`src/design/elac_defines.vh`:
```
// register map, field positions and reset values of the loopback and alarm control block
`ifndef ELAC_DEFINES_VH
`define ELAC_DEFINES_VH

// register offsets within the control page
`define ELAC_OFS_CODING_LOOPBACK   8'h15
`define ELAC_OFS_TX_ALARM          8'h16
`define ELAC_OFS_IRQ_MASK          8'h17
`define ELAC_OFS_IRQ_CTRL          8'h1A

// reset values
`define ELAC_RST_CODING_LOOPBACK   8'h00
`define ELAC_RST_TX_ALARM          8'h00
`define ELAC_RST_IRQ_MASK          8'h00
`define ELAC_RST_IRQ_CTRL          8'h00

// coding and loopback control fields
`define ELAC_BIT_METALLIC_LOOP     6
`define ELAC_BIT_AMI_CODING        5
`define ELAC_BIT_MF_RESYNC         4
`define ELAC_BIT_DIGITAL_LOOP      3
`define ELAC_BIT_REMOTE_LOOP       2
`define ELAC_BIT_BACKPLANE_LOOP    1
`define ELAC_BIT_PAYLOAD_LOOP      0

// transmit alarm control fields
`define ELAC_BIT_SEND_ALL_ONES     7
`define ELAC_BIT_ALL_ONES_TS0      6
`define ELAC_BIT_ALL_ONES_TS16     5
`define ELAC_BIT_EBIT_VALUE        4
`define ELAC_BIT_BF_RESYNC         3
`define ELAC_BIT_CLK_RATE_SEL      2
`define ELAC_BIT_DATA_TRISTATE     1
`define ELAC_BIT_SIG_TRISTATE      0

// interrupt mask fields
`define ELAC_BIT_PRBS_WRAP_IRQ     6
`define ELAC_BIT_PRBS_ERR_IRQ      5
`define ELAC_BIT_NIBBLE_CHG_IRQ    4
`define ELAC_BIT_SABIT_CHG_IRQ     3
`define ELAC_BIT_EIGHT_SAME_IRQ    2
`define ELAC_BIT_SA6_CHG_IRQ       1
`define ELAC_BIT_SA5_CHG_IRQ       0

// interrupt control fields
`define ELAC_BIT_IRQ_ACK_TOGGLE    5
`define ELAC_IRQ_VECTOR            8'h02
`define ELAC_IRQ_VECTOR_NONE       8'h00

// time slots and Sa nibble slots
`define ELAC_SLOT_ZERO             5'h00
`define ELAC_SLOT_SIXTEEN          5'h10
`define ELAC_SA6_NIBBLE_IDX        2'h1
`define ELAC_SAME_NIBBLE_COUNT     3'h7

// recovered clock divider taps: 2048/32 = 64 kHz, 2048/256 = 8 kHz
`define ELAC_DIV_TAP_64K           4
`define ELAC_DIV_TAP_8K            7

`endif

```
`src/design/elac_loopback_alarm_ctrl.v`:
```
// coding, loopback, alarm insertion and Sa/PRBS interrupt control of an E1 transceiver
`timescale 1ns/100ps
`include "elac_defines.vh"
`default_nettype none

module elac_loopback_alarm_ctrl #(
   parameter PRBS_CNT_W = 8
) (
   // clock and reset
   input  wire        clk_sys,
   input  wire        rst_b,
   // microprocessor register port
   input  wire        cpuSel,
   input  wire        cpuWr,
   input  wire        cpuRd,
   input  wire [7:0]  cpuAddr,
   input  wire [7:0]  cpuWrData,
   output reg  [7:0]  cpuRdData,
   // line pins
   input  wire        line_rx_pos,
   input  wire        line_rx_neg,
   output reg         line_tx_pos,
   output reg         line_tx_neg,
   // receiver analog input and receive LIU digital output
   output reg         rxAnaPos,
   output reg         rxAnaNeg,
   input  wire        rxLiuData,
   output reg         rxFramerData,
   // transmit framer side
   input  wire        txBitValid,
   input  wire [4:0]  txSlot,
   input  wire        txFramerData,
   input  wire        txEbitPos,
   input  wire        rxCrcCompare,
   // backplane pins
   input  wire        backplane_data_in,
   input  wire        rxBackplaneData,
   input  wire        rxBackplaneSig,
   output reg         backplane_data_out,
   output reg         backplaneDataOutEn,
   output reg         backplane_signalling_out,
   output reg         backplaneSigOutEn,
   // alarm status from the receive framer
   input  wire        lossOfSignal,
   input  wire        frameSyncLost,
   input  wire        crc_sync_lost,
   input  wire        aisRx,
   input  wire        multiframe_sync_lost,
   input  wire        slot_sixteen_alarm_rx,
   // resync triggers to the framer
   output reg         multiframe_resync_trigger,
   output reg         basic_frame_resync_trigger,
   // recovered clock
   input  wire        rxExtractClk,
   output reg         recovered_clock_out,
   // PRBS and Sa events
   input  wire        prbsErrorPulse,
   input  wire        saNibbleValid,
   input  wire [1:0]  saNibbleIdx,
   input  wire [3:0]  saNibble,
   input  wire        saBitsValid,
   input  wire [3:0]  saBits,
   // interrupt
   output reg         irqReq_b,
   output reg  [7:0]  irqVector
);

   ////////////////////////////////////////////////////////////////////////////////
   // registers
   reg [7:0]            codingLoop_reg;
   reg [7:0]            txAlarm_reg;
   reg [7:0]            irqMask_reg;
   reg [7:0]            irqCtrl_reg;
   reg [7:0]            irqCtrlPrev_reg;
   reg                  mfTrigPrev_reg;
   reg                  bfTrigPrev_reg;

   function hit;
      input [7:0] a;
      input [7:0] ofs;
      begin
         hit = cpuSel && (a == ofs);
      end
   endfunction

   wire metallic_loop_en  = codingLoop_reg[`ELAC_BIT_METALLIC_LOOP];
   wire amiCoding         = codingLoop_reg[`ELAC_BIT_AMI_CODING];
   wire digital_loop_en   = codingLoop_reg[`ELAC_BIT_DIGITAL_LOOP];
   wire remote_loop_en    = codingLoop_reg[`ELAC_BIT_REMOTE_LOOP];
   wire backplane_loop_en = codingLoop_reg[`ELAC_BIT_BACKPLANE_LOOP];
   wire payload_loop_en   = codingLoop_reg[`ELAC_BIT_PAYLOAD_LOOP];

   always @(posedge clk_sys) begin
      if (!rst_b) begin
         codingLoop_reg  <= `ELAC_RST_CODING_LOOPBACK;
         txAlarm_reg     <= `ELAC_RST_TX_ALARM;
         irqMask_reg     <= `ELAC_RST_IRQ_MASK;
         irqCtrl_reg     <= `ELAC_RST_IRQ_CTRL;
         cpuRdData       <= 8'h00;
      end else begin
         if (cpuWr && hit(cpuAddr, `ELAC_OFS_CODING_LOOPBACK))
            codingLoop_reg <= cpuWrData & 8'h7F;
         if (cpuWr && hit(cpuAddr, `ELAC_OFS_TX_ALARM))
            txAlarm_reg <= cpuWrData;
         if (cpuWr && hit(cpuAddr, `ELAC_OFS_IRQ_MASK))
            irqMask_reg <= cpuWrData & 8'h7F;
         if (cpuWr && hit(cpuAddr, `ELAC_OFS_IRQ_CTRL))
            irqCtrl_reg <= cpuWrData & 8'h20;
         if (cpuRd && hit(cpuAddr, `ELAC_OFS_CODING_LOOPBACK))
            cpuRdData <= codingLoop_reg;
         else if (cpuRd && hit(cpuAddr, `ELAC_OFS_TX_ALARM))
            cpuRdData <= txAlarm_reg;
         else if (cpuRd && hit(cpuAddr, `ELAC_OFS_IRQ_MASK))
            cpuRdData <= irqMask_reg;
         else if (cpuRd && hit(cpuAddr, `ELAC_OFS_IRQ_CTRL))
            cpuRdData <= irqCtrl_reg;
         else if (cpuRd)
            cpuRdData <= 8'h00;
      end
   end

   ////////////////////////////////////////////////////////////////////////////////
   // pin synchronisers: three flops, accepted when stages two and three agree
   localparam NSYNC = 4;
   wire [NSYNC-1:0] pinRaw = {rxExtractClk, backplane_data_in, line_rx_neg, line_rx_pos};
   reg  [NSYNC-1:0] syncA_reg;
   reg  [NSYNC-1:0] syncB_reg;
   reg  [NSYNC-1:0] syncC_reg;
   reg  [NSYNC-1:0] pinF_reg;
   genvar g;
   generate
      for (g = 0; g < NSYNC; g = g + 1) begin : gSync
         always @(posedge clk_sys) begin
            if (!rst_b) begin
               syncA_reg[g] <= 1'b0;
               syncB_reg[g] <= 1'b0;
               syncC_reg[g] <= 1'b0;
               pinF_reg[g]  <= 1'b0;
            end else begin
               syncA_reg[g] <= pinRaw[g];
               syncB_reg[g] <= syncA_reg[g];
               syncC_reg[g] <= syncB_reg[g];
               if (syncB_reg[g] == syncC_reg[g])
                  pinF_reg[g] <= syncC_reg[g];
            end
         end
      end
   endgenerate
   wire rxPos = pinF_reg[0];
   wire rxNeg = pinF_reg[1];
   wire bpIn  = pinF_reg[2];
   wire exClk = pinF_reg[3];

   ////////////////////////////////////////////////////////////////////////////////
   // transmit bit selection and HDB3/AMI encoder
   reg        txBit;
   reg [3:0]  hdbDly_reg;
   reg [3:0]  hdbViol_reg;
   reg [1:0]  zeroRun_reg;
   reg        lastPol_reg;
   reg        violPol_reg;
   reg        oddMarks_reg;
   reg        encPos_reg;
   reg        encNeg_reg;

   always @* begin
      txBit = txFramerData;
      if (payload_loop_en && txSlot != `ELAC_SLOT_ZERO)
         txBit = rxLiuData;
      if (txEbitPos)
         txBit = crc_sync_lost ? txAlarm_reg[`ELAC_BIT_EBIT_VALUE]
                               : rxCrcCompare;
      if (txAlarm_reg[`ELAC_BIT_ALL_ONES_TS0] && txSlot == `ELAC_SLOT_ZERO)
         txBit = 1'b1;
      if (txAlarm_reg[`ELAC_BIT_ALL_ONES_TS16] && txSlot == `ELAC_SLOT_SIXTEEN)
         txBit = 1'b1;
      if (txAlarm_reg[`ELAC_BIT_SEND_ALL_ONES])
         txBit = 1'b1;
   end

   // four bits of delay let a fourth zero rewrite the group as B00V or 000V
   wire fourZeros = !txBit && zeroRun_reg == 2'h3 && !amiCoding;
   wire outMark   = hdbDly_reg[3];
   wire outViol   = hdbViol_reg[3];

   always @(posedge clk_sys) begin
      if (!rst_b) begin
         hdbDly_reg   <= 4'h0;
         hdbViol_reg  <= 4'h0;
         zeroRun_reg  <= 2'h0;
         lastPol_reg  <= 1'b0;
         violPol_reg  <= 1'b0;
         oddMarks_reg <= 1'b0;
         encPos_reg   <= 1'b0;
         encNeg_reg   <= 1'b0;
      end else if (txBitValid) begin
         if (fourZeros) begin
            hdbDly_reg  <= {oddMarks_reg ? 1'b0 : 1'b1, 3'h1};
            hdbViol_reg <= 4'h1;
            zeroRun_reg <= 2'h0;
            oddMarks_reg <= 1'b0;
         end else begin
            hdbDly_reg  <= {hdbDly_reg[2:0], txBit};
            hdbViol_reg <= {hdbViol_reg[2:0], 1'b0};
            zeroRun_reg <= txBit ? 2'h0 : zeroRun_reg + 2'h1;
            oddMarks_reg <= oddMarks_reg ^ txBit;
         end
         if (outMark && outViol) begin
            encPos_reg  <= lastPol_reg;
            encNeg_reg  <= !lastPol_reg;
            violPol_reg <= lastPol_reg;
         end else if (outMark) begin
            encPos_reg  <= !lastPol_reg;
            encNeg_reg  <= lastPol_reg;
            lastPol_reg <= !lastPol_reg;
         end else begin
            encPos_reg  <= 1'b0;
            encNeg_reg  <= 1'b0;
         end
      end
   end

   ////////////////////////////////////////////////////////////////////////////////
   // loopback routing and backplane drivers
   wire dataHide = txAlarm_reg[`ELAC_BIT_DATA_TRISTATE] &&
                   (lossOfSignal || frameSyncLost || crc_sync_lost || aisRx);
   wire sigHide  = txAlarm_reg[`ELAC_BIT_SIG_TRISTATE] &&
                   (multiframe_sync_lost || slot_sixteen_alarm_rx);

   always @(posedge clk_sys) begin
      if (!rst_b) begin
         line_tx_pos              <= 1'b0;
         line_tx_neg              <= 1'b0;
         rxAnaPos                 <= 1'b0;
         rxAnaNeg                 <= 1'b0;
         rxFramerData             <= 1'b0;
         backplane_data_out       <= 1'b0;
         backplaneDataOutEn       <= 1'b0;
         backplane_signalling_out <= 1'b0;
         backplaneSigOutEn        <= 1'b0;
      end else begin
         line_tx_pos <= remote_loop_en ? rxPos : encPos_reg;
         line_tx_neg <= remote_loop_en ? rxNeg : encNeg_reg;
         rxAnaPos    <= metallic_loop_en ? line_tx_pos : rxPos;
         rxAnaNeg    <= metallic_loop_en ? line_tx_neg : rxNeg;
         rxFramerData <= digital_loop_en ? txBit : rxLiuData;
         backplane_data_out <= backplane_loop_en ? bpIn : rxBackplaneData;
         backplaneDataOutEn <= !dataHide;
         backplane_signalling_out <= rxBackplaneSig;
         backplaneSigOutEn  <= !sigHide;
      end
   end

   ////////////////////////////////////////////////////////////////////////////////
   // resync triggers on falling edge of the software bits
   always @(posedge clk_sys) begin
      if (!rst_b) begin
         mfTrigPrev_reg             <= 1'b0;
         bfTrigPrev_reg             <= 1'b0;
         multiframe_resync_trigger  <= 1'b0;
         basic_frame_resync_trigger <= 1'b0;
      end else begin
         mfTrigPrev_reg <= codingLoop_reg[`ELAC_BIT_MF_RESYNC];
         bfTrigPrev_reg <= txAlarm_reg[`ELAC_BIT_BF_RESYNC];
         multiframe_resync_trigger  <= mfTrigPrev_reg &&
                                       !codingLoop_reg[`ELAC_BIT_MF_RESYNC];
         basic_frame_resync_trigger <= bfTrigPrev_reg &&
                                       !txAlarm_reg[`ELAC_BIT_BF_RESYNC];
      end
   end

   ////////////////////////////////////////////////////////////////////////////////
   // recovered clock divider
   reg [7:0] clkDiv_reg;
   reg       exClkPrev_reg;
   always @(posedge clk_sys) begin
      if (!rst_b) begin
         clkDiv_reg          <= 8'h00;
         exClkPrev_reg       <= 1'b0;
         recovered_clock_out <= 1'b0;
      end else begin
         exClkPrev_reg <= exClk;
         if (exClk && !exClkPrev_reg)
            clkDiv_reg <= clkDiv_reg + 8'h01;
         recovered_clock_out <= txAlarm_reg[`ELAC_BIT_CLK_RATE_SEL] ?
                                clkDiv_reg[`ELAC_DIV_TAP_64K] :
                                clkDiv_reg[`ELAC_DIV_TAP_8K];
      end
   end

   ////////////////////////////////////////////////////////////////////////////////
   // PRBS and Sa event detection, interrupt request
   reg [PRBS_CNT_W-1:0] prbsCnt_reg;
   reg [3:0]            saNib_reg [0:3];
   reg [3:0]            saBitsPrev_reg;
   reg [2:0]            sameCnt_reg;
   reg                  saBitsSeen_reg;
   reg [3:0]            nibSeen_reg;
   integer              i;

   wire prbsWrap  = prbsErrorPulse && (&prbsCnt_reg);
   wire nibChg    = saNibbleValid && nibSeen_reg[saNibbleIdx] &&
                    saNib_reg[saNibbleIdx] != saNibble;
   wire isSa6     = saNibbleValid && saNibbleIdx == `ELAC_SA6_NIBBLE_IDX;
   wire sa6Chg    = isSa6 && nibChg;
   wire sa6Same   = isSa6 && nibSeen_reg[saNibbleIdx] && !nibChg;
   wire eightSame = sa6Same && sameCnt_reg == `ELAC_SAME_NIBBLE_COUNT - 3'h1;
   wire bitChg    = saBitsValid && saBitsSeen_reg && saBits != saBitsPrev_reg;
   wire sa5Chg    = saBitsValid && saBitsSeen_reg && saBits[0] != saBitsPrev_reg[0];
   wire ackToggle = irqCtrl_reg[`ELAC_BIT_IRQ_ACK_TOGGLE] !=
                    irqCtrlPrev_reg[`ELAC_BIT_IRQ_ACK_TOGGLE];
   wire irqEvent  =
      (irqMask_reg[`ELAC_BIT_PRBS_WRAP_IRQ]   && prbsWrap)       ||
      (irqMask_reg[`ELAC_BIT_PRBS_ERR_IRQ]    && prbsErrorPulse) ||
      (irqMask_reg[`ELAC_BIT_NIBBLE_CHG_IRQ]  && nibChg)         ||
      (irqMask_reg[`ELAC_BIT_SABIT_CHG_IRQ]   && bitChg)         ||
      (irqMask_reg[`ELAC_BIT_EIGHT_SAME_IRQ]  && eightSame)      ||
      (irqMask_reg[`ELAC_BIT_SA6_CHG_IRQ]     && sa6Chg)         ||
      (irqMask_reg[`ELAC_BIT_SA5_CHG_IRQ]     && sa5Chg);

   always @(posedge clk_sys) begin
      if (!rst_b) begin
         prbsCnt_reg     <= {PRBS_CNT_W{1'b0}};
         saBitsPrev_reg  <= 4'h0;
         saBitsSeen_reg  <= 1'b0;
         nibSeen_reg     <= 4'h0;
         sameCnt_reg     <= 3'h0;
         irqCtrlPrev_reg <= `ELAC_RST_IRQ_CTRL;
         irqReq_b        <= 1'b1;
         irqVector       <= `ELAC_IRQ_VECTOR_NONE;
         for (i = 0; i < 4; i = i + 1)
            saNib_reg[i] <= 4'h0;
      end else begin
         if (prbsErrorPulse)
            prbsCnt_reg <= prbsCnt_reg + {{(PRBS_CNT_W-1){1'b0}}, 1'b1};
         if (saBitsValid) begin
            saBitsPrev_reg <= saBits;
            saBitsSeen_reg <= 1'b1;
         end
         if (saNibbleValid) begin
            saNib_reg[saNibbleIdx]   <= saNibble;
            nibSeen_reg[saNibbleIdx] <= 1'b1;
         end
         if (isSa6)
            sameCnt_reg <= sa6Same ? (eightSame ? 3'h0 : sameCnt_reg + 3'h1) : 3'h0;
         irqCtrlPrev_reg <= irqCtrl_reg;
         // new event beats a simultaneous acknowledge
         if (irqEvent) begin
            irqReq_b  <= 1'b0;
            irqVector <= `ELAC_IRQ_VECTOR;
         end else if (ackToggle) begin
            irqReq_b  <= 1'b1;
            irqVector <= `ELAC_IRQ_VECTOR_NONE;
         end
      end
   end

endmodule

`default_nettype wire

```
`config.mk`:
```
export PLATFORM = sky130hd
export DESIGN_NAME = elac_loopback_alarm_ctrl
export DESIGN_NICKNAME = d
export VERILOG_FILES = /design/src/design/elac_loopback_alarm_ctrl.v
export VERILOG_INCLUDE_DIRS = /design/src /design/src/design
export SDC_FILE = /design/constraint.sdc
export NUM_CORES = 1
export LEC_CHECK = 0
export BUFFER_PORTS_ARGS = -buffer_cell sky130_fd_sc_hd__buf_2
export CAP_MARGIN = 40
export CORE_MARGIN = 5
export CORE_UTILIZATION = 25
export CTS_CLUSTER_SIZE = 8
export DETAILED_ROUTE_END_ITERATION = 12
export PLACE_DENSITY = 0.49
export SYNTH_ARGS = -nofsm -noshare
export SYNTH_HDL_FRONTEND = slang
export SYNTH_SLANG_ARGS = --single-unit
```
`constraint.sdc`:
```
create_clock -name clk_sys -period 3.05 [get_ports clk_sys]
set_clock_uncertainty 0.1 [all_clocks]
set_input_delay 0 -clock clk_sys [delete_from_list [all_inputs] [get_ports clk_sys]]
set_output_delay 0 -clock clk_sys [all_outputs]
set_load 0.01 [all_outputs]
```
* Word level (Yosys, flattened, before mapping)
Memory sizes are Yosys's and may differ from the RTL's.
Cells that the tools add are included.
W data, S select, Z words.
** Storage, ports and cells
- Word-level logic and storage cells :: 191
- Register bits :: 107
- Output and inout port bits :: 29
- Memories kept :: 1
- Input bits :: 56
- RAM bits :: 16
** Cells by class
- Eq/ne operators :: 16
- Add/sub/neg operators :: 4
- Muxes and demuxes :: 45
- Order comparisons :: 2
- Bitwise operators :: 3
- Reductions and logical operators :: 68
** Memories
- saNib_reg :: words 4, width 4, rd ports 1, clocked after Yosys merged registers in 0, write ports 4, RTL line elac_loopback_alarm_ctrl.v:294 : reg [3:0] saNib_reg [0:3];
** Operators by type and width (number)
- $logic_and A1 B1 Y1 :: 42
- $mux W8 :: 5
- $eq A8 B5 Y1 const B :: 4
- $mux W1 :: 28
- $add A8 B1 Y8 const B :: 2
- $mux W4 :: 3
- $logic_or A1 B1 Y1 :: 10
- $mux W2 :: 5
- $reduce_bool A5 Y1 :: 2
- $logic_not A1 Y1 :: 9
- $ne A4 B4 Y1 :: 2
- $reduce_and A8 Y1 :: 1
- $mux W3 :: 2
- $eq A5 B5 Y1 const B :: 1
- $logic_not A5 Y1 :: 1
- $eq A1 B1 Y1 :: 4
- $or A4 B4 Y4 :: 1
- $reduce_or A4 Y1 :: 1
- $add A3 B1 Y3 const B :: 1
- $eq A3 B3 Y1 const B :: 1
- $lt A2 B3 Y1 const B :: 1
- $reduce_and A3 Y1 :: 1
- $add A2 B1 Y2 const B :: 1
- $bmux W1 S2 :: 1
- other kinds (8) :: 9

* Logic depth before layout (Yosys ltp)
Gate-level depths: netlist of the first run.
- Word-level depth :: 12
- Gate-level depth with buffers :: 7
- Gate-level depth less buffers :: 7

* Worst setup path after synthesis of the first run
No wires, ideal clock.
- Path kind :: register to register
- Start point :: memory saNib_reg[3][1]
- End point :: register irqReq_b
- Setup time :: 127 ps
- Data required time :: 2823 ps
- Setup slack :: 1209 ps
- Stages on the path, launching flop included :: 6
- Arrival :: 1614 ps
- Clock period less this slack :: 1841 ps
- Buffers on the path :: 0
- Cell sequence :: edfxtp_1 -> mux4_2 -> xnor2_1 -> and4_4 -> nor4_1 -> or3_1
** On the way
- Longest elaborated chain between the ends :: 11
- Elaborated cells between the ends (all ways) :: 17
- Those cells by class :: 1 x eq/ne; 1 x mux; 14 x reduce/logical; 1 x memory
** RTL lines
- start: declaration :: RTL line elac_loopback_alarm_ctrl.v:294
- $mem_v2 Z4 W4 (*)
- $ne A4 B4 Y1 (*) :: RTL line elac_loopback_alarm_ctrl.v:303 : saNib_reg[saNibbleIdx] != saNibble;
- $logic_and A1 B1 Y1 (*) :: RTL line elac_loopback_alarm_ctrl.v:302 : wire nibChg = saNibbleValid && nibSeen_reg[saNibbleIdx] &&
- $logic_not A1 Y1 :: RTL line elac_loopback_alarm_ctrl.v:306 : wire sa6Same = isSa6 && nibSeen_reg[saNibbleIdx] && !nibChg;
- $logic_and A1 B1 Y1 :: RTL line elac_loopback_alarm_ctrl.v:306
- $logic_and A1 B1 Y1 :: RTL line elac_loopback_alarm_ctrl.v:307 : wire eightSame = sa6Same && sameCnt_reg == `ELAC_SAME_NIBBLE_COUNT - 3'h1;
- $logic_and A1 B1 Y1 :: RTL line elac_loopback_alarm_ctrl.v:317 : (irqMask_reg[`ELAC_BIT_EIGHT_SAME_IRQ] && eightSame) ||
- $logic_or A1 B1 Y1 :: RTL line elac_loopback_alarm_ctrl.v:313 : (irqMask_reg[`ELAC_BIT_PRBS_WRAP_IRQ] && prbsWrap) ||
- $logic_or A1 B1 Y1 (*) (2 in a row) :: RTL line elac_loopback_alarm_ctrl.v:313
- $mux W1 or $reduce_bool A2 Y1 (tied branches)
- end signal: assignment :: RTL line elac_loopback_alarm_ctrl.v:329 : irqReq_b <= 1'b1;
- end signal: assignment :: RTL line elac_loopback_alarm_ctrl.v:349 : irqReq_b <= 1'b0;
- end signal: assignment :: RTL line elac_loopback_alarm_ctrl.v:352 : irqReq_b <= 1'b1;
- end: declaration :: RTL line elac_loopback_alarm_ctrl.v:64 : output reg irqReq_b,
Mark *: on every way between the ends. The rest lies on a longest branch, timed or not.
A chain may end at the register's enable or synchronous reset.

* Worst setup path in the final report of the first run
- Start point :: input port lossOfSignal
- End point :: register backplaneDataOutEn
** On the way
- Longest elaborated chain between the ends :: 5
** RTL lines
- start: declaration :: RTL line elac_loopback_alarm_ctrl.v:44 : input wire lossOfSignal,
- $logic_or A1 B1 Y1 (3 in a row) :: RTL line elac_loopback_alarm_ctrl.v:226 : (lossOfSignal || frameSyncLost || crc_sync_lost || aisRx);
- $logic_and A1 B1 Y1 :: RTL line elac_loopback_alarm_ctrl.v:225 : wire dataHide = txAlarm_reg[`ELAC_BIT_DATA_TRISTATE] &&
- $logic_not A1 Y1 :: RTL line elac_loopback_alarm_ctrl.v:248 : backplaneDataOutEn <= !dataHide;
- end signal: assignment :: RTL line elac_loopback_alarm_ctrl.v:248
- end: declaration :: RTL line elac_loopback_alarm_ctrl.v:40 : output reg backplaneDataOutEn,
Every way passes these cells.

==> flow_summary.ini, run 1 <==
[status]
status = complete, no violations

[yosys]
synthArstFlopShare_pct = 0
synth-main-ff-cell = dfxtp_1
yosysUniqueCellTypes = 57
synth_area_um2 = 5090
syn-mean-instance-area_um2 = 9.74
yosys.area.top_type = dfxtp_1
ys_ff_latch = 123
synth_cells = 523
ys_top_cells_by_area = dfxtp_1 42%, edfxtp_1 9.4%, mux2i_1 7.3%
synth_top_area_share_pct = 42.0
ys_seq_area_share_pct = 51.5
synth_edf_count = 16
ys_warn_count = 0

[placed_design]
dp_hpwl_mm = 9.39
gp_congestion = 0.752
dp.cells = 846
port_buffers = 77

[power_and_ir_drop]
p_leak_uw = 0.00284
pwr-share-clk_pct = 51.1
p_comb_share_pct = 6.9
p_int_uw = 3130
p_per_area_nw_per_um2 = 605
p_total_uw = 4080
seqPwrFrac_pct = 42.0
switching_share_pct = 23.3
p_switching_uw = 952
irDropWorstVdd_uv = 389

[floorplan]
core-area_um2 = 20200
rows = 52
die_h_um = 153
boundaryPins = 85
die_x_um = 153
dieArea_um2 = 23300
start_util_pct = 25.3

[timing]
worst_slew_pin_slew_ps = 837
finalHoldViolations = 0
tns_ps = 0
hold_slack_ps = 39.8
grt_setup_unrepaired = false
setup_viol = 0
finalCritPeriodShare_pct = 69.2
period_minus_slack_ps = 2110
slew_viol_final = 0
relSlewSlack_pct = 44.2
fmax_ghz = 0.474

[clock_network]
path_clk_slew_ps = 60
clk_path_buf_depth = 2
clk_latency_ps = 410
post_cts_buffers = 0
h-tree-depth = 4
numCtsBuffers = 17
cts_tree = done
cts_resized = 0
cts-root-buf = clkbuf_16
clock_sinks = 123

[grt]
grt_max_degree = 60
antenna_found_initial = 0
grt_overflow = 0
grt_pass1_wl_mm = 21.7
grtUsageTotal_pct = 11.5
grt_pass1_vias = 4160

[drt]
drc = 0
num_vias = 4124
wirelength_mm = 13.3
drt_first_pass_iters = 4
drt_iter0_drc = 298
ant_nets = 0
drt-vias-per-instance = 4.48
post_drt_wl_per_cell_um = 14.5

[finish]
layout_commonest_cell = dfxtp_1
area_growth_pct = 32.4
finalNonFillerCells = 920
layout_common_cells = 107 x dfxtp_1, 85 x nor2_1, 77 x buf_2
largest_reg_flops = 16
final_util_pct = 33.4
layout-drive-gt1-share_pct = 18.5
fin_nets = 698
n_antenna_cell = 0

[critical_path]
crit_path_start_kind = input port
worstRegToRegCells = 5
path_max_fanout = 1
crit_path_end_kind = flip-flop
path_class = in -> reg
crit_arrival_ps = 2370
worstPathRequired_ps = 3310

[min_path]
hold_path.class = in -> reg
min_path_cells = 5

[flow_run]
drv_cap = 0
==> power groups by stage <==
stage                     clock network (µW)  registers, µW  logic [µW]
after floorplan                            0           1750         150
after global placement                     0           1750         235
after detailed placement                   0           1750         241
after CTS                               2140           1710         284
after global routing                    2220           1720         312
final                                   2080           1710         281
==> path summary, 6_finish.rpt <==
path,startpoint,endpoint,slack (ps)
worst min-delay path,saNibbleIdx[1],nibSeen_reg[2],40
worst min register to register,bfTrigPrev_reg,basic_frame_resync_trigger,320
worst max register to register,codingLoop_reg[0],zeroRun_reg[1],1040
worst max-delay path,lossOfSignal,backplaneDataOutEn,940
==> metrics by stage <==
step           setup slack, ps  cell area, µm²
2_1_floorplan             1210            5120
3_3_place_gp              1000            5720
3_5_place_dp               927            5720
4_1_cts                    988            6750
5_1_grt                    892            6750
6_report                   939            6750
==> synth_stat cells, types with 3 or more instances <==
| cell type | instances |
|---|---|
| mux2i_1 | 37 |
| nand4_1 | 7 |
| buf_1 | 3 |
| inv_1 | 13 |
| mux4_2 | 4 |
| o211ai_1 | 6 |
| clkbuf_1 | 20 |
| dfxtp_1 | 107 |
| and3_1 | 5 |
| nand2_1 | 32 |
| buf_4 | 7 |
| a31oi_1 | 3 |
| a221oi_1 | 8 |
| ha_1 | 5 |
| or3_1 | 6 |
| nand3_1 | 13 |
| nor2b_1 | 8 |
| nor3_1 | 10 |
| xnor2_1 | 7 |
| and2_1 | 20 |
| nor4_1 | 10 |
| edfxtp_1 | 16 |
| nor2_1 | 85 |
| o21ai_0 | 11 |
| a21oi_1 | 20 |
| nand2b_1 | 3 |
| xor2_1 | 16 |
==> metal layers <==
layer / global-route usage, % / up-vias / part of all wire [%]
met3: 3.66 / 10 / 4.4
li1: - / 2054 / -
met2: 19.0 / 83 / 48
met5: 0 / - / 0
met4: 2.84 / 0 / 1.0
met1: 14.6 / 1977 / 47
==> layout make-up <==
| type | count | area (µm²) |
|---|---|---|
| multi-input cells | 359 | 2280 |
| well taps | 270 | 338 |
| clock inverters | 15 | 184 |
| fillers | 2106 | 13400 |
| inverters | 14 | 52.6 |
| flip-flops and latches | 123 | 2620 |
| repair buffers | 122 | 841 |
| clock buffers | 17 | 425 |
==> critical path, stage by stage <==
cell and delay (ps):
dlygate4sd3_1 530, buf_2 110, or4_1 450, dlygate4sd3_1 570, a21oi_1 140, dlygate4sd3_1 570
==> logic make-up after synthesis <==
family                   share of synthesized area [%]
multiplexers                                      9.48
buffers and inverters                             4.17
AND/OR/NAND/NOR                                   20.9
XOR/XNOR                                          3.95
flip-flops                                        51.5
AO/OA/AOI/OAI                                     8.74
adder cells (fa/ha/maj)                           1.23
other                                           0.0736
==> repair_timing <==
item / in CTS / in global routing
hold endpoints to repair: 87 / 0
endpoints found under the setup margin: 0 / 0
hold buffers: 42 / 0
Note: power is estimated with default switching activity, not from simulation.
==> inputs of run 2 (changes only) <==
--- a/config.mk
+++ b/config.mk
@@ -6,13 +6,14 @@
 export SDC_FILE = /design/constraint.sdc
 export NUM_CORES = 1
 export LEC_CHECK = 0
+export ABC_AREA = 1
 export BUFFER_PORTS_ARGS = -buffer_cell sky130_fd_sc_hd__buf_2
 export CAP_MARGIN = 40
 export CORE_MARGIN = 5
 export CORE_UTILIZATION = 25
 export CTS_CLUSTER_SIZE = 8
 export DETAILED_ROUTE_END_ITERATION = 12
-export PLACE_DENSITY = 0.49
+export PLACE_DENSITY = 0.5
 export SYNTH_ARGS = -nofsm -noshare
 export SYNTH_HDL_FRONTEND = slang
 export SYNTH_SLANG_ARGS = --single-unit
==> constraint.sdc (replaced) <==
create_clock -name clk_sys -period 1.9 [get_ports clk_sys]
set_clock_uncertainty 0.1 [all_clocks]
set_input_delay 0 -clock clk_sys [delete_from_list [all_inputs] [get_ports clk_sys]]
set_output_delay 0 -clock clk_sys [all_outputs]
set_load 0.01 [all_outputs]
==> flow_summary.ini, run 2 <==
[status]
status = complete, no violations

[yosys]
synthArstFlopShare_pct = 0
syn-mean-instance-area_um2 = 7.70
yosys.area.top_type = dfxtp_1
synth_common_cells = 141 x nand2_1, 107 x dfxtp_1, 86 x inv_1
ys_seq_area_share_pct = 50.7
synth_cells = 672
synth_edf_count = 16
synth_top_area_share_pct = 41.4
ys_top_cells_by_area = dfxtp_1 41%, nand2_1 10%, edfxtp_1 9.3%
yosysUniqueCellTypes = 37
synth-main-ff-cell = dfxtp_1
ys_warn_count = 0
synth_area_um2 = 5170
ys_ff_latch = 123
synth_most_common_cell = nand2_1

[drt]
post_drt_wl_per_cell_um = 12.2
ant_nets = 0
drt_iter0_drc = 316
wirelength_mm = 13.3
drt-vias-per-instance = 4.23
drt_first_pass_iters = 4
num_vias = 4599
drc = 0

[floorplan]
die_x_um = 154
dieArea_um2 = 23700
core-area_um2 = 20300
boundaryPins = 85
rows = 52
die_h_um = 154
start_util_pct = 25.5

[placed_design]
gp_congestion = 0.789
port_buffers = 77
dp_hpwl_mm = 9.58
dp.cells = 1006

[timing]
worst_slew_pin_slew_ps = 520
setup_viol = 0
finalCritPeriodShare_pct = 95.9
fmax_ghz = 0.549
tns_ps = 0
slew_viol_final = 0
period_minus_slack_ps = 1820
finalHoldViolations = 0
relSlewSlack_pct = 65.3

[power_and_ir_drop]
switching_share_pct = 21.9
p_per_area_nw_per_um2 = 918
pwr-share-clk_pct = 50.1
p_comb_share_pct = 7.0
irDropWorstVdd_uv = 659
p_switching_uw = 1400
p_total_uw = 6370
seqPwrFrac_pct = 42.8
p_leak_uw = 0.00314
p_int_uw = 4980

[critical_path]
cp_cell_sequence = dlygate4sd3_1, buf_6, inv_1, nor2_1, dlygate4sd3_1, nor2_1, dlygate4sd3_1
crit_arrival_ps = 2070
crit_path_end_kind = flip-flop
worstPathRequired_ps = 2150
cp_slowest_cell = dlygate4sd3_1
worst_path_dominant_cell_family = buffers and inverters
crit_path_start_kind = input port
cp_num_buf_inv = 5
crit_path_max_incr_delay_ps = 560
crit_top_cell = dlygate4sd3_1
path_max_fanout = 7
path_class = in -> reg

[grt]
grt_max_degree = 40
grt_pass1_wl_mm = 22.2
grt_pass1_vias = 4540
grt_overflow = 0
grtUsageTotal_pct = 11.6
antenna_found_initial = 0

[clock_network]
cts-root-buf = clkbuf_16
post_cts_buffers = 0
clk_path_buf_depth = 2
numCtsBuffers = 17
cts_tree = done
clock_sinks = 123
path_clk_slew_ps = 50
h-tree-depth = 4
clk_latency_ps = 410

[finish]
layout_common_cells = 141 x nand2_1, 106 x dfxtp_1, 86 x inv_1
layout-drive-gt1-share_pct = 16.9
largest_reg_flops = 16
n_antenna_cell = 0
finalNonFillerCells = 1088
fin_nets = 867
layout_commonest_cell = nand2_1
area_growth_pct = 34.2

[flow_run]
drv_cap = 0

[min_path]
hold_path.class = in -> reg
[run 2: cell count changes after synthesis, moves of 7 or more]
cell	previous run	this run
a21oi_1	20	70
a221oi_1	8	0
and2_1	20	0
inv_1	13	86
mux2i_1	37	0
nand2_1	32	141
nand2_2	0	7
nand3_1	13	26
nor2_1	85	75
nor2b_1	8	0
nor4_1	10	1
o21ai_0	11	53
xor2_1	16	1
[run 2: stage by stage]
step                utilization, %  setup slack [ps]  hold WS (ps)  area [µm²]
finish                        34.2              78.8          37.1        6940
global route                  34.2             -2.76          58.0        6940
global placement              28.7               339          80.4        5830
CTS                           34.2              80.8          10.9        6930
floorplan                        -               518         -2.37        5190
detailed placement            28.7               341          87.1        5830
[run 2: cell families after synthesis]
logic type               count (synthesis)  synth area share, %
AND/OR/NAND/NOR                        286                 24.1
AO/OA/AOI/OAI                          133                 13.3
flip-flops                             123                 50.7
buffers and inverters                  116                 9.26
XOR/XNOR                                 8                 1.35
adder cells (fa/ha/maj)                  5                 1.21
other                                    1               0.0725
[run 2: power groups by stage]
stage | Combinational, µW | Sequential (µW) | Clock, µW
after global routing | 508 | 2740 | 3390
after detailed placement | 373 | 2780 | 0
after CTS | 450 | 2730 | 3280
after global placement | 370 | 2780 | 0
final | 447 | 2730 | 3200
after floorplan | 235 | 2780 | 0
[run 2: worst register-to-register path: cells and delay by family (launching register included)]
| kind | cells | cell delay, ps |
|---|---|---|
| buf+inv | 2 | 1100 |
| flops | 1 | 340 |
| compound gates | 1 | 110 |
| simple gates | 1 | 40 |
[run 2: repair_timing]
action	4_1_cts	5_1_grt
endpoints found under the hold margin	67	0
setup endpoints to repair	0	6
hold buffers	51	0
gates resized for setup	0	5
[run 2: area by class of cell]
cell class	count	area (µm²)
fill	2163	13400
multi-input combinational	439	2100
timing repair buffer	135	955
clock inverter	6	55.1
inverter	90	338
tap	270	338
sequential	123	2620
clock buffer	25	538
[run 2: final timing paths]
| kind | startpoint | end | slack [ps] | depth (start not counted) |
|---|---|---|---|---|
| max reg2reg | txAlarm_reg[0] | backplaneSigOutEn | 110 | 4 |
| min reg2reg | syncA_reg[2] | syncB_reg[2] | 320 | 2 |
| max | saBitsValid | saBitsPrev_reg[3] | 80 | 7 |
| min | txEbitPos | hdbDly_reg[3] | 40 | 6 |
[run 2: routing by layer]
metal / up-vias / part of all wire [%] / track usage (%)
met1: 2092 / 48 / 15.1
met4: 0 / 1.1 / 4.37
li1: 2414 / - / -
met3: 10 / 3.6 / 2.45
met5: - / 0 / 0
met2: 83 / 48 / 18.8
